--- src/rtl/rxs_pkg.sv ---
package rxs_pkg;

    // register offsets on the bus (byte addresses, low address byte)
    localparam logic [7:0]  OFS_CTL      = 8'h00;   // host_mac_control_reg
    localparam logic [7:0]  OFS_STAT     = 8'h04;   // status word port, read pops
    localparam logic [7:0]  OFS_INFO     = 8'h08;   // fill level and lost-word count

    // host_mac_control_reg fields and reset value
    localparam int          CTL_PASS_BAD = 0;        // pass_bad_frames_ctl
    localparam int          CTL_SPEED10  = 1;        // link runs at 10 Mbps
    localparam logic [1:0]  CTL_RST      = 2'h0;

    // info register layout
    localparam int          INFO_LVL_LO  = 0;        // used words, bits 15:0
    localparam int          INFO_DROP_LO = 16;       // lost words, bits 31:16

    // status word bit positions
    localparam int          B_FILT       = 31;
    localparam int          B_DA_FAIL    = 30;
    localparam int          B_LEN_HI     = 29;
    localparam int          B_LEN_LO     = 16;
    localparam int          B_ES         = 15;       // error_summary_bit
    localparam int          B_BCAST      = 13;
    localparam int          B_LEN_ERR    = 12;       // length_mismatch_flag
    localparam int          B_RUNT       = 11;
    localparam int          B_MCAST      = 10;
    localparam int          B_LONG       = 7;
    localparam int          B_LATE_COL   = 6;
    localparam int          B_TYPE       = 5;
    localparam int          B_WDOG       = 4;
    localparam int          B_MII        = 3;
    localparam int          B_DRIB       = 2;
    localparam int          B_CRC        = 1;

    // frame length limits, byte counts
    localparam int          CNT_W        = 12;
    localparam logic [11:0] RUNT_BYTES   = 12'h040;  // 64, collision window
    localparam logic [11:0] LONG_BYTES   = 12'h5EE;  // 1518
    localparam logic [11:0] WDOG_BYTES   = 12'h800;  // 2048, also the truncation point
    localparam logic [11:0] HDR_BYTES    = 12'h00E;  // 14, header with length/type
    localparam logic [11:0] DA_BYTES     = 12'h006;  // destination address bytes
    localparam logic [11:0] LT_HI_IDX    = 12'h00C;  // length/type high byte index
    localparam logic [11:0] LT_LO_IDX    = 12'h00D;  // length/type low byte index
    localparam logic [15:0] TYPE_MIN     = 16'h05DC; // 1500
    localparam logic [15:0] PAD_LIMIT    = 16'h002E; // 46, payloads below this are padded
    localparam logic [15:0] OVERHEAD     = 16'h0012; // 18, header plus check sequence
    localparam logic [2:0]  DRIB_MIN     = 3'h3;     // extra bits needed at 10 Mbps
    localparam logic [7:0]  BCAST_BYTE   = 8'hFF;

endpackage

--- src/rtl/rxs_res_if.sv ---
`timescale 1ns/1ps
`default_nettype none

// per-frame results from the byte meter to the status word builder
interface rxs_res_if;
    logic        done;       // one-cycle pulse, results below are final
    logic [11:0] bytes;      // bytes delivered, saturates at 2048
    logic        bcast;      // destination all ones
    logic        mcast;      // group bit set in destination
    logic [15:0] len_type;   // length/type field
    logic        rx_er;      // receive error seen during the frame
    logic        late_col;   // late collision seen during the frame
    logic        crc_bad;    // check sequence failed
    logic [2:0]  drib_bits;  // extra bits past the last whole byte
    logic        filt_pass;  // frame filter passed
    logic        da_fail;    // address recognition failed

    modport meter (output done, bytes, bcast, mcast, len_type, rx_er, late_col,
                   crc_bad, drib_bits, filt_pass, da_fail);
    modport gen   (input  done, bytes, bcast, mcast, len_type, rx_er, late_col,
                   crc_bad, drib_bits, filt_pass, da_fail);
endinterface

`default_nettype wire

--- src/rtl/rxs_stat_mem.sv ---
`timescale 1ns/1ps
`default_nettype none

// status word storage, one write and one registered read port
module rxs_stat_mem #(
    parameter int W     = 32,
    parameter int DEPTH = 16,
    parameter int AW    = $clog2(DEPTH)
) (
    // clock and reset
    input  wire logic          hclk,
    input  wire logic          hresetn,
    input  wire logic          ce,
    // write port
    input  wire logic          we,
    input  wire logic [AW-1:0] waddr,
    input  wire logic [W-1:0]  wdata,
    // read port
    input  wire logic          re,
    input  wire logic [AW-1:0] raddr,
    output logic      [W-1:0]  rdata_q
);

    logic [W-1:0] mem [DEPTH];   // word array, no reset needed

    // write side
    always_ff @(posedge hclk) begin
        if (ce && we) begin
            mem[waddr] <= wdata;
        end
    end

    // read data leaves through a register
    always_ff @(posedge hclk or negedge hresetn) begin
        if (!hresetn) begin
            rdata_q <= '0;
        end else if (ce && re) begin
            rdata_q <= mem[raddr];
        end
    end

endmodule

`default_nettype wire

--- src/rtl/rxs_frame_meter.sv ---
`timescale 1ns/1ps
`default_nettype none

// counts frame bytes, watches the header and cuts frames at 2048 bytes
module rxs_frame_meter (
    // clock and reset
    input  wire logic       hclk,
    input  wire logic       hresetn,
    input  wire logic       ce,
    // frame bytes from the fabric
    input  wire logic       frm_valid,
    input  wire logic [7:0] frm_data,
    input  wire logic       frm_last,
    input  wire logic       frm_rx_er,
    input  wire logic       frm_late_col,
    input  wire logic       frm_crc_bad,
    input  wire logic [2:0] frm_drib_bits,
    input  wire logic       frm_filt_pass,
    input  wire logic       frm_da_fail,
    // bytes towards the data queue
    output logic            rxd_valid,
    output logic      [7:0] rxd_data,
    // per-frame results
    rxs_res_if.meter        res
);

    logic        in_frame_q;   // a frame has started and not ended
    logic [11:0] cnt_q;        // bytes forwarded so far

    // the first byte restarts every accumulator
    wire         first   = !in_frame_q;
    wire  [11:0] idx     = first ? 12'h000 : cnt_q;
    wire         room    = (idx != rxs_pkg::WDOG_BYTES);
    wire         take    = frm_valid && room;
    wire         bc_base = first ? 1'b1 : res.bcast;
    wire         mc_base = first ? 1'b0 : res.mcast;
    wire         er_base = first ? 1'b0 : res.rx_er;
    wire         lc_base = first ? 1'b0 : res.late_col;
    wire  [15:0] lt_base = first ? 16'h0000 : res.len_type;
    wire         in_da   = (idx < rxs_pkg::DA_BYTES);
    wire         bc_d    = in_da ? (bc_base && (frm_data == rxs_pkg::BCAST_BYTE)) : bc_base;
    wire         mc_d    = (idx == 12'h000) ? frm_data[0] : mc_base;
    wire  [15:0] lt_d    = (idx == rxs_pkg::LT_HI_IDX) ? {frm_data, lt_base[7:0]} :
                           (idx == rxs_pkg::LT_LO_IDX) ? {lt_base[15:8], frm_data} : lt_base;

    // byte forwarding, bytes past 2048 are dropped
    always_ff @(posedge hclk or negedge hresetn) begin
        if (!hresetn) begin
            rxd_valid <= 1'b0;
            rxd_data  <= 8'h00;
        end else if (ce) begin
            rxd_valid <= take;
            if (take) begin
                rxd_data <= frm_data;
            end
        end
    end

    // frame tracking and header capture
    always_ff @(posedge hclk or negedge hresetn) begin
        if (!hresetn) begin
            in_frame_q   <= 1'b0;
            cnt_q        <= 12'h000;
            res.done     <= 1'b0;
            res.bcast    <= 1'b0;
            res.mcast    <= 1'b0;
            res.len_type <= 16'h0000;
            res.rx_er    <= 1'b0;
            res.late_col <= 1'b0;
        end else if (ce) begin
            res.done <= frm_valid && frm_last;
            if (frm_valid) begin
                in_frame_q   <= !frm_last;
                cnt_q        <= take ? idx + 12'h001 : idx;
                res.bcast    <= bc_d;
                res.mcast    <= mc_d;
                res.len_type <= lt_d;
                res.rx_er    <= er_base | frm_rx_er;
                res.late_col <= lc_base | frm_late_col;
            end
        end
    end

    // end-of-frame qualifiers sampled with the last byte
    always_ff @(posedge hclk or negedge hresetn) begin
        if (!hresetn) begin
            res.crc_bad   <= 1'b0;
            res.drib_bits <= 3'h0;
            res.filt_pass <= 1'b0;
            res.da_fail   <= 1'b0;
        end else if (ce && frm_valid && frm_last) begin
            res.crc_bad   <= frm_crc_bad;
            res.drib_bits <= frm_drib_bits;
            res.filt_pass <= frm_filt_pass;
            res.da_fail   <= frm_da_fail;
        end
    end

    // final byte count
    assign res.bytes = cnt_q;

endmodule

`default_nettype wire

--- src/rtl/rxs_status_gen.sv ---
// Our own choices: register access over AHB-Lite and the register addresses.
`timescale 1ns/1ps
`default_nettype none

// Notes on behaviour
// - bit 31 set when frame filter passed
// - bit 30 set on address recognition failure
// - bits 29:16 hold frame byte count
// - bit 15 ORs runt, long, late, crc
// - bits 14, 9:8, 0 read zero
// - bit 13 marks broadcast destination
// - bit 12 marks length field mismatch
// - bit 11 marks frame under 64 bytes
// - runts kept only with pass-bad control set
// - bit 10 marks multicast, not broadcast, destination
// - bit 7 above 1518 bytes, no cut
// - bit 6 marks late collision
// - bit 5 set when type above 1500
// - frame type clear below 14 bytes
// - bit 4 at 2048 bytes or more
// - frames cut to 2048 bytes
// - bit 3 on receive error anytime
// - bit 2 flags non-octet bit count at 10 Mbps only
// - dribble needs three bits at 10 Mbps
// - no dribble flag with late collision
// - bit 1 on check fail or rx error
// - status word written after frame data

module rxs_status_gen #(
    parameter int DEPTH = 16   // status words held
) (
    // clock, reset and freeze
    input  wire logic        hclk,
    input  wire logic        hresetn,
    input  wire logic        ce,
    // register bus
    input  wire logic        hsel,
    input  wire logic [31:0] haddr,
    input  wire logic [1:0]  htrans,
    input  wire logic        hwrite,
    input  wire logic [2:0]  hsize,
    input  wire logic [31:0] hwdata,
    input  wire logic        hready,
    output logic             hreadyout,
    output logic             hresp,
    output logic      [31:0] hrdata,
    // frame bytes from the fabric
    input  wire logic        frm_valid,
    input  wire logic [7:0]  frm_data,
    input  wire logic        frm_last,
    input  wire logic        frm_rx_er,
    input  wire logic        frm_late_col,
    input  wire logic        frm_crc_bad,
    input  wire logic [2:0]  frm_drib_bits,
    input  wire logic        frm_filt_pass,
    input  wire logic        frm_da_fail,
    // data queue side
    output logic             rxd_valid,
    output logic      [7:0]  rxd_data,
    output logic             rxd_commit,
    output logic             rxd_discard,
    // status queue state
    output logic             stat_avail
);

    localparam int AW = $clog2(DEPTH);

    typedef enum logic [1:0] {
        AH_IDLE,
        AH_WAIT,
        AH_RESP
    } rxs_ah_e;

    // offset compare used by every register decode
    function automatic logic ofs_hit(input logic [7:0] ofs, input logic [7:0] target);
        ofs_hit = (ofs == target);
    endfunction

    // bus state
    rxs_ah_e     ah_q;          // bus transfer phase
    rxs_ah_e     ah_d;
    logic [7:0]  a_ofs_q;       // latched register offset
    logic        a_wr_q;        // latched direction
    logic        rd_ok_q;       // queue had a word when the read was taken
    logic [31:0] hrdata_q;      // read data register

    // control register
    logic [1:0]  ctl_q;         // host_mac_control_reg

    // status queue state
    logic [AW-1:0] wr_ptr_q;    // next slot to fill
    logic [AW-1:0] rd_ptr_q;    // oldest word
    logic [AW:0]   lvl_q;       // words held
    logic [15:0]   drop_q;      // words lost to a full queue
    logic [31:0]   mem_rdata;   // head word from storage

    // per-frame results
    rxs_res_if res_bus();

    // byte meter
    rxs_frame_meter u_meter (
        .hclk          (hclk),
        .hresetn       (hresetn),
        .ce            (ce),
        .frm_valid     (frm_valid),
        .frm_data      (frm_data),
        .frm_last      (frm_last),
        .frm_rx_er     (frm_rx_er),
        .frm_late_col  (frm_late_col),
        .frm_crc_bad   (frm_crc_bad),
        .frm_drib_bits (frm_drib_bits),
        .frm_filt_pass (frm_filt_pass),
        .frm_da_fail   (frm_da_fail),
        .rxd_valid     (rxd_valid),
        .rxd_data      (rxd_data),
        .res           (res_bus.meter)
    );

    // control fields
    wire pass_bad_frames_ctl = ctl_q[rxs_pkg::CTL_PASS_BAD];
    wire speed_10m           = ctl_q[rxs_pkg::CTL_SPEED10];

    // ---------------- status word assembly ----------------

    // byte count and length checks
    wire [11:0] nbytes    = res_bus.bytes;
    wire [15:0] nbytes16  = {4'h0, nbytes};
    wire [15:0] lt        = res_bus.len_type;
    wire        has_hdr   = (nbytes >= rxs_pkg::HDR_BYTES);
    wire        runt      = (nbytes < rxs_pkg::RUNT_BYTES);
    wire        too_long  = (nbytes > rxs_pkg::LONG_BYTES);
    wire        wdog      = (nbytes == rxs_pkg::WDOG_BYTES);
    wire        is_type   = has_hdr && (lt > rxs_pkg::TYPE_MIN);
    wire [15:0] exp_len   = lt + rxs_pkg::OVERHEAD;
    wire        padded_ok = (lt < rxs_pkg::PAD_LIMIT) && (nbytes == rxs_pkg::RUNT_BYTES);
    wire        len_err   = has_hdr && !is_type && (nbytes16 != exp_len) && !padded_ok;

    // error bits
    wire        late_col  = res_bus.late_col;
    wire        mii_err   = res_bus.rx_er;
    wire        crc_err   = res_bus.crc_bad | res_bus.rx_er;
    wire        drib_any  = (res_bus.drib_bits != 3'h0);
    wire        drib      = drib_any && speed_10m && !late_col &&
                            (res_bus.drib_bits >= rxs_pkg::DRIB_MIN);
    wire        err_sum   = runt | too_long | late_col | crc_err;

    logic [31:0] stat_word;     // word for the current frame

    // places each flag; untouched positions stay zero
    always_comb begin
        stat_word                                      = 32'h0000_0000;
        stat_word[rxs_pkg::B_FILT]                     = res_bus.filt_pass;
        stat_word[rxs_pkg::B_DA_FAIL]                  = res_bus.da_fail;
        stat_word[rxs_pkg::B_LEN_HI:rxs_pkg::B_LEN_LO] = {2'b00, nbytes};
        stat_word[rxs_pkg::B_ES]                       = err_sum;
        stat_word[rxs_pkg::B_BCAST]                    = res_bus.bcast;
        stat_word[rxs_pkg::B_LEN_ERR]                  = len_err;
        stat_word[rxs_pkg::B_RUNT]                     = runt;
        stat_word[rxs_pkg::B_MCAST]                    = res_bus.mcast && !res_bus.bcast;
        stat_word[rxs_pkg::B_LONG]                     = too_long;
        stat_word[rxs_pkg::B_LATE_COL]                 = late_col;
        stat_word[rxs_pkg::B_TYPE]                     = is_type;
        stat_word[rxs_pkg::B_WDOG]                     = wdog;
        stat_word[rxs_pkg::B_MII]                      = mii_err;
        stat_word[rxs_pkg::B_DRIB]                     = drib;
        stat_word[rxs_pkg::B_CRC]                      = crc_err;
    end

    // ---------------- frame commit ----------------

    // queue fill state
    wire q_full  = (lvl_q == (AW+1)'(DEPTH));
    wire q_empty = (lvl_q == '0);

    // a runt without pass-bad, or no room for its word, drops the frame whole
    wire runt_drop = runt && !pass_bad_frames_ctl;
    wire keep      = !runt_drop && !q_full;
    wire push      = ce && res_bus.done && keep;

    // data queue keeps or rewinds the bytes it already holds
    assign rxd_commit  = push;
    assign rxd_discard = ce && res_bus.done && !keep;
    assign stat_avail  = !q_empty;

    // ---------------- register bus ----------------

    // address phase taken when selected and the bus is ready
    wire take_req = hsel && htrans[1] && hready;

    // register decode on the latched offset
    wire sel_ctl  = ofs_hit(a_ofs_q, rxs_pkg::OFS_CTL);
    wire sel_stat = ofs_hit(a_ofs_q, rxs_pkg::OFS_STAT);
    wire sel_info = ofs_hit(a_ofs_q, rxs_pkg::OFS_INFO);
    wire in_wait  = (ah_q == AH_WAIT);

    // register accesses happen in the wait cycle of the data phase
    wire wr_ctl   = in_wait && a_wr_q && sel_ctl;
    wire wr_info  = in_wait && a_wr_q && sel_info;
    wire pop      = ce && in_wait && !a_wr_q && sel_stat && rd_ok_q;

    // read data selection
    wire [31:0] info_word = {drop_q, {(16 - AW - 1){1'b0}}, lvl_q};
    wire [31:0] rd_mux    = sel_ctl  ? {30'h0000_0000, ctl_q} :
                            sel_stat ? (rd_ok_q ? mem_rdata : 32'h0000_0000) :
                            sel_info ? info_word : 32'h0000_0000;

    // every transfer gets one wait cycle so read data come from a register
    always_comb begin
        ah_d = ah_q;
        case (ah_q)
            AH_IDLE: begin
                if (take_req) begin
                    ah_d = AH_WAIT;
                end
            end
            AH_WAIT: begin
                ah_d = AH_RESP;
            end
            AH_RESP: begin
                ah_d = take_req ? AH_WAIT : AH_IDLE;
            end
            default: begin
                ah_d = AH_IDLE;
            end
        endcase
    end

    // bus handshake outputs
    assign hreadyout = (ah_q != AH_WAIT);
    assign hresp     = 1'b0;
    assign hrdata    = hrdata_q;

    // bus phase and address capture
    always_ff @(posedge hclk or negedge hresetn) begin
        if (!hresetn) begin
            ah_q    <= AH_IDLE;
            a_ofs_q <= 8'h00;
            a_wr_q  <= 1'b0;
            rd_ok_q <= 1'b0;
        end else if (ce) begin
            ah_q <= ah_d;
            if (take_req) begin
                a_ofs_q <= haddr[7:0];
                a_wr_q  <= hwrite;
                rd_ok_q <= !q_empty;
            end
        end
    end

    // read data register and control register
    always_ff @(posedge hclk or negedge hresetn) begin
        if (!hresetn) begin
            hrdata_q <= 32'h0000_0000;
            ctl_q    <= rxs_pkg::CTL_RST;
        end else if (ce) begin
            if (in_wait && !a_wr_q) begin
                hrdata_q <= rd_mux;
            end
            if (wr_ctl) begin
                ctl_q <= hwdata[1:0];
            end
        end
    end

    // ---------------- status queue ----------------

    // lost-word counter: a loss in the clearing cycle still counts
    wire        lost      = ce && res_bus.done && !runt_drop && q_full;
    wire [15:0] drop_base = wr_info ? 16'h0000 : drop_q;
    wire [15:0] drop_d    = (lost && (drop_base != 16'hFFFF)) ? drop_base + 16'h0001 : drop_base;

    // pointers and level, words leave in arrival order
    always_ff @(posedge hclk or negedge hresetn) begin
        if (!hresetn) begin
            wr_ptr_q <= '0;
            rd_ptr_q <= '0;
            lvl_q    <= '0;
            drop_q   <= 16'h0000;
        end else if (ce) begin
            if (push) begin
                wr_ptr_q <= (wr_ptr_q == AW'(DEPTH - 1)) ? '0 : wr_ptr_q + 1'b1;
            end
            if (pop) begin
                rd_ptr_q <= (rd_ptr_q == AW'(DEPTH - 1)) ? '0 : rd_ptr_q + 1'b1;
            end
            if (push && !pop) begin
                lvl_q <= lvl_q + 1'b1;
            end else if (pop && !push) begin
                lvl_q <= lvl_q - 1'b1;
            end
            drop_q <= drop_d;
        end
    end

    // status word storage, read issued with the address phase
    rxs_stat_mem #(
        .W     (32),
        .DEPTH (DEPTH),
        .AW    (AW)
    ) u_mem (
        .hclk    (hclk),
        .hresetn (hresetn),
        .ce      (ce),
        .we      (push),
        .waddr   (wr_ptr_q),
        .wdata   (stat_word),
        .re      (take_req),
        .raddr   (rd_ptr_q),
        .rdata_q (mem_rdata)
    );

endmodule

`default_nettype wire

--- config.mk ---
export PLATFORM = sky130hd
export DESIGN_NAME = rxs_status_gen
export DESIGN_NICKNAME = d
export VERILOG_FILES = /design/src/rtl/rxs_pkg.sv /design/src/rtl/rxs_res_if.sv /design/src/rtl/rxs_stat_mem.sv /design/src/rtl/rxs_frame_meter.sv /design/src/rtl/rxs_status_gen.sv
export SDC_FILE = /design/constraint.sdc
export NUM_CORES = 1
export LEC_CHECK = 0
export BUFFER_PORTS_ARGS = -buffer_cell sky130_fd_sc_hd__buf_2
export CAP_MARGIN = 20
export CORE_ASPECT_RATIO = 0.8
export CORE_MARGIN = 2
export CORE_UTILIZATION = 40
export DETAILED_ROUTE_END_ITERATION = 6
export PLACE_DENSITY_LB_ADDON = 0.25
export REMOVE_ABC_BUFFERS = 1
export SETUP_SLACK_MARGIN = 0.15
export SLEW_MARGIN = 5
export SYNTH_ARGS = -nofsm -noshare
export SYNTH_HDL_FRONTEND = slang
export SYNTH_SLANG_ARGS = --single-unit
--- constraint.sdc ---
create_clock -name hclk -period 5.21 [get_ports hclk]
set_input_delay 0.521 -clock hclk [delete_from_list [all_inputs] [get_ports hclk]]
set_output_delay 0.521 -clock hclk [all_outputs]
set_load 0.05 [all_outputs]
=== Yosys cells after proc, flatten, opt, wreduce, memory -nomap -nowiden ===
Memory sizes are Yosys's and may differ from the RTL's. A register that Yosys moved wholly into a read port is not among the register bits.
Index checks and enable logic that the tools add are counted.

* Register bits after elaboration: 156
* Bits in writable memories: 416
* Bits of input ports: 93
* Output and inout port bits: 46
* Word-level logic and storage cells: 156
* Memories kept: 1

* Add/sub/neg operators: 7
* $lt $le $gt $ge: 7
* Equal/unequal tests: 18
* Muxes and demuxes: 26
* Bitwise operators: 6
* Reductions and logical operators: 66

{| class="wikitable"
|+ Memory list
! memory !! depth !! bits a word !! rd ports !! clocked after Yosys merged registers in !! wr ports !! RTL line !! source
|-
| u_mem.mem || 16 || 26 || 1 || 1 || 1 || rxs_stat_mem.sv:24 || <nowiki>logic [W-1:0] mem [DEPTH];</nowiki>
|}

{| class="wikitable"
|+ Operator list
! kind !! number
|-
| $mux W32 || 4
|-
| $mux W16 || 4
|-
| $logic_and A1 B1 Y1 || 36
|-
| $eq A12 B4 Y1 const B || 2
|-
| $mux W12 || 2
|-
| $reduce_and A2 Y1 || 9
|-
| $add A16 B1 Y16 const B || 1
|-
| $add A16 B5 Y16 const B || 1
|-
| $gt A16 B11 Y1 const B || 1
|-
| $lt A16 B6 Y1 const B || 1
|-
| $ne A12 B16 Y1 || 1
|-
| $ne A16 B16 Y1 const B || 1
|-
| $logic_not A1 Y1 || 14
|-
| $add A12 B1 Y12 const B || 1
|-
| $eq A12 B12 Y1 const B || 1
|-
| $eq A12 B7 Y1 const B || 1
|-
| $ge A12 B4 Y1 const B || 1
|-
| $gt A12 B11 Y1 const B || 1
|-
| $logic_not A12 Y1 || 1
|-
| $lt A12 B3 Y1 const B || 1
|-
| $lt A12 B7 Y1 const B || 1
|-
| $ne A12 B12 Y1 const B || 1
|-
| $mux W5 || 2
|-
| $mux W1 || 9
|-
| other kinds (24) || 33
|}

=== Logic depth before layout (Yosys ltp) ===
* Word-level depth: 9
* Depth in mapped cells: 15
* Gate-level depth less buffers: 12

=== By module ===
Synthesis repeated with hierarchy kept, for this count alone.

* Cell total of the unflattened synthesis: 1,900
* Area total of the unflattened synthesis: 27,620.2 um^2

{| class="wikitable"
|+ Modules (own cells, without submodules)
! module !! times used !! cells an instance !! area an instance (um^2) !! seq. area each (um^2)
|-
| rxs_stat_mem || 1 || 1,205 || 20,932.6 || 16,175.5
|-
| rxs_status_gen || 1 || 485 || 4,411.7 || 1,876.8
|-
| rxs_frame_meter || 1 || 210 || 2,275.9 || 1,226.2
|}

=== Worst setup path before layout ===
Ideal clock, no wire load.

* Kind: reg2reg
* Start point: register u_meter.cnt_q[10], in the netlist u_meter.res.bytes[10]
* End point: memory u_mem.mem[0][0] (netlist bit) (enable)
* Setup time: 0.442 ns
* Data arrival time: 3.650 ns
* Data required time: 4.768 ns
* Slack: 1.119 ns
* Stages on the path, launching flop included: 10
* Buffers on the path: 3
* Clock period less this slack: 4.091 ns
* Cells stage by stage: dfrtp_1 -> buf_2 -> or4_1 -> buf_2 -> nor4_2 -> a21oi_1 -> nor2b_1 -> buf_2 -> nand2_1 -> nor3_1

* Word-level cells in the longest chain between the ends: 8

{| class="wikitable"
|+ Ends and longest elaborated chain
! element !! RTL line !! source
|-
| from (decl) || rxs_frame_meter.sv:28 || <nowiki>logic [11:0] cnt_q;</nowiki>
|-
| from (signal assigned) || rxs_frame_meter.sv:74 || <nowiki>cnt_q <= take ? idx + 12'h001 : idx;</nowiki>
|-
| $lt A12 B7 Y1 || rxs_status_gen.sv:130 || <nowiki>wire runt = (nbytes < rxs_pkg::RUNT_BYTES);</nowiki>
|-
| $logic_and A1 B1 Y1 || rxs_status_gen.sv:176 || <nowiki>wire runt_drop = runt && !pass_bad_frames_ctl;</nowiki>
|-
| $logic_not A1 Y1 || rxs_status_gen.sv:177 || <nowiki>wire keep = !runt_drop && !q_full;</nowiki>
|-
| $logic_and A1 B1 Y1 || rxs_status_gen.sv:177 ||
|-
| $logic_and A1 B1 Y1 || rxs_status_gen.sv:178 || <nowiki>wire push = ce && res_bus.done && keep;</nowiki>
|-
| net rxd_commit || rxs_status_gen.sv:60 || <nowiki>output logic rxd_commit,</nowiki>
|-
| $logic_and A1 B1 Y1 || rxs_stat_mem.sv:28 || <nowiki>if (ce && we) begin</nowiki>
|-
| $mux W1 || rxs_stat_mem.sv:28 ||
|-
| $mux W1 (not written as such) || rxs_stat_mem.sv:29 || <nowiki>mem[waddr] <= wdata;</nowiki>
|-
| to (decl) || rxs_stat_mem.sv:24 ||
|}

The timed path passes the listed nets, and every way through them passes these cells.

=== Worst setup path after layout ===
* Start point: register u_meter.cnt_q[8], in the netlist u_meter.res.bytes[8]
* End point: memory u_mem.mem[7][5] (netlist bit) (enable)

* Word-level cells in the longest chain between the ends: 8

{| class="wikitable"
|+ Ends and longest elaborated chain
! element !! RTL line
|-
| $lt A12 B7 Y1 || rxs_status_gen.sv:130
|-
| $logic_and A1 B1 Y1 || rxs_status_gen.sv:176
|-
| $logic_not A1 Y1 || rxs_status_gen.sv:177
|-
| $logic_and A1 B1 Y1 || rxs_status_gen.sv:177
|-
| $logic_and A1 B1 Y1 || rxs_status_gen.sv:178
|-
| $logic_and A1 B1 Y1 || rxs_stat_mem.sv:28
|-
| $mux W1 || rxs_stat_mem.sv:28
|-
| $mux W1 (not written as such) || rxs_stat_mem.sv:29
|}

Every way passes these cells.

==> results.yml <==
floorplan:
  die_width_um: 272.8
  ios: 139
  dieArea_mm2: 0.05975
  die_y_um: 219.0
  start_util_pct: 40.64
  rows: 78
  core-area_mm2: 0.05690
timing:
  period_minus_slack_ns: 4.076
  hold_violations: 0
  report.final.slew_viol_count: 0
  timing.fmax_ghz: 0.2454
  rsz0062_at_grt: "no"
  slew_headroom_pct: 28.94
  worstMarginPinSlew_ns: 1.066
  setup_viol: 0
  skew_ns: 0.01853
  fin_crit_sh_pct: 78.23
clock_tree:
  cts.sinks: 563
  htree_num_levels: 2
  clock_latency_ns: 0.61
  cts_root_buf: "clkbuf_16"
  cts_buffers: 55
  cts_tree: "built"
  cts-resized-gates: 0
  clk_pin_slew_worst_paths_ns: 0.06
  cts.path.max_buffers: 3
power_and_ir_drop:
  ir_drop_mv: 0.2114
  power.leakage_nw: 8.914
  power_density_mw_per_mm2: 383.0
run:
  cap_viol_max_count: 0
drt:
  first_iter_violations: 1037
  ant_nets: 0
  first_pass_iters: 5
  wl_per_cell_um: 23.76
  via_count: 12320
  remaining_drc_errors: 0
  wl_mm: 53.15
  routed_via_density: 5.506
yosys:
  synth_area_leaders: "edfxtp_1 (54%), dfrtp_1 (16%), mux4_2 (13%), mux2_2 (2.5%), nand2_1 (1.9%)"
  ys.flop_type: "edfxtp_1"
  async_flop_share_pct: 26.11
  ys_ff_latch: 563
  netlist_instances: 1332
  avgSynthCellArea_um2: 17.36
  yosysSeqAreaShare_pct: 69.94
  synth_common_cells: "edfxtp_1 (416), dfrtp_1 (147), mux4_2 (130), nand2_1 (115), nor2_1 (68)"
  yosysUniqueCellTypes: 69
  syn_area_mm2: 0.02312
  yosysWarnings: 0
  synth_edf_count: 416
  synth_top_area_cell: "edfxtp_1"
  synth_most_common_cell: "edfxtp_1"
  synth_top_area_share_pct: 54.03
placed_design:
  gp_congestion: 0.8378
  place.port_buffers: 76
  hpwl_mm: 32.68
  dpl.cell_count: 2132
grt:
  antenna_found_initial: 0
  grt_pass1_wl_mm: 80.50
  grt-ovfl-total: 0
  grt_pass1_vias: 12290
  track_usage_pct: 18.19
  grt_max_degree: 63
cells_and_area:
  post-route-util_pct: 46.37
  n_antenna_cell: 0
  syn_to_final_growth_pct: 14.12
  multi_input_area_mm2: 0.006598
  final-seq-area_mm2: 0.01618
  fin_nets: 1538
  instances_no_fill: 2237
  drive_gt1_share_pct: 29.05
  n_fill_cell: 4810
worst_hold_path:
  min_to: "u_meter.res.crc_bad$_DFFE_PN0P_"
  hp-start: "frm_crc_bad"
  hp-class: "in2reg"
  min_path_cells: 2
worst_setup_path:
  ff2ff_setup_slack_ns: 1.13
  end_kind: "flop"
  critPathRequiredTime_ns: 5.47
  path_buf_inv: 1
  critical-path-max-stage-delay_ns: 0.83
  reg2reg_to: "u_mem.mem[7][5]$_DFFE_PP_"
  crit_arrival_ns: 4.34
  critPathTopFamily: "simple AND/OR/NAND/NOR gates"
  worst-setup-path-type: "reg2reg"
  r2r_cells: 7
  startpoint_type: "flop"
  worstPathCellList: "or4_1, nor4_2, a21oi_1, nor2b_1, nand2_1, nor2_4, buf_4"
  cp_max_fo: 23
  worst_path_max_delay_cell: "dfrtp_1"
  r2r-start: "u_meter.res.bytes[8]$_DFFE_PN0P_"
outcome:
  status: "complete, no violations"
## final cells by class
class | instances | share of cell area (%)
multi-input combinational | 675 | 25.00
clock buffer | 66 | 5.567
clock inverter | 38 | 1.342
timing repair buffer | 119 | 2.935
inverter | 16 | 0.2276
sequential | 563 | 61.32
tap | 760 | 3.604
## where the power goes
| group | total [W] | switching (W) | leakage, nW | internal [W] |
|---|---|---|---|---|
| sequential | 0.00532 | 0.000236 | 5.47 | 0.00508 |
| clock | 0.00402 | 0.00171 | 0.885 | 0.00231 |
| combinational | 0.000773 | 0.000530 | 2.55 | 0.000243 |
## worst max path at each step
stage	slack, ns	start	end	cells after the start
6_report	1.13	u_meter.res.bytes[8]$_DFFE_PN0P_	u_mem.mem[7][5]$_DFFE_PP_	7
5_1_grt	0.80	u_meter.res.bytes[8]$_DFFE_PN0P_	u_mem.mem[5][5]$_DFFE_PP_	7
4_1_cts	1.16	u_meter.res.bytes[8]$_DFFE_PN0P_	u_mem.mem[4][25]$_DFFE_PP_	7
3_5_place_dp	1.17	u_meter.res.bytes[8]$_DFFE_PN0P_	u_mem.mem[5][2]$_DFFE_PP_	7
3_3_place_gp	1.32	u_meter.res.bytes[8]$_DFFE_PN0P_	u_mem.mem[7][5]$_DFFE_PP_	7
2_1_floorplan	-0.41	rd_ptr_q[0]$_DFFE_PN0P_	u_mem.rdata_q[10]$_DFFE_PN0P_	3
## cell usage in the layout (no fill, tap or decap), drive strengths merged, types with 2 or more instances in the layout
master and instances:
nor2b 4, o21a 4, xor2 21, nand4 13, a21oi 12, or2 4, a221oi 19, xnor2 21
nand2b 5, conb 4, or4 7, clkinv 25, a21o 7, mux2 57, nand2 117, clkbuf 66
o21ai 34, and4 3, nor3 29, mux2i 6, buf 118, nor4 7, bufinv 6, ha 14
or3 3, dfrtp 147, and2 3, a22o 5, o31ai 2, nor2 69, a41oi 2, inv 17
a31oi 3, clkinvlp 6, nand4b 2, edfxtp 416, nor3b 2, mux4 130, and3 4, nand3 46
## sequential cells by signal (all words and copies together), names as in the netlist, 2 cells and up
register / count
u_mem.mem: 416
hrdata: 29
u_mem.rdata_q: 26
drop_q: 16
u_meter.res.len_type: 16
u_meter.res.bytes: 12
a_ofs_q: 8
u_meter.rxd_data: 8
lvl_q: 5
rd_ptr_q: 4
wr_ptr_q: 4
u_meter.res.drib_bits: 3
ah_q: 2
ctl_q: 2
## stage by stage
step	area [µm²]	hold slack (ns)	total power, W	setup TNS [ns]	setup WS [ns]
3_5_place_dp	24550	0.4563	0.006190	0	1.170
2_1_floorplan	22700	0.2254	0.005869	-10.60	-0.4077
4_1_cts	26390	0.1028	0.01021	0	1.156
3_3_place_gp	24550	0.4463	0.006167	0	1.315
6_report	26390	0.1420	0.01011	0	1.134
5_1_grt	26390	0.1267	0.01047	0	0.7988
## routing by layer
metal | share of wire (%) | routed length [µm] | track usage (%)
met5 | 0 | 0 | 0
met4 | 1.6 | 846 | 4.359
met3 | 4.7 | 2513 | 2.790
met2 | 45 | 23800 | 26.70
met1 | 49 | 25990 | 28.40
## logic make-up after synthesis
kind of cell             Yosys count  synth area share, %
XOR/XNOR                          42                1.591
other                              1              0.01622
flip-flops                       563                69.94
multiplexers                     193                15.80
buffers and inverters             97                2.111
AO/OA/AOI/OAI                    100                3.122
adder cells (fa/ha/maj)           15               0.8442
AND/OR/NAND/NOR                  321                6.580
## repair_timing
item                      in CTS  in global routing
hold buffers                   1                  0
buffers inserted               0                  0
hold endpoints to repair      60                  0
No activity file was read; power rests on OpenSTA's default activity.
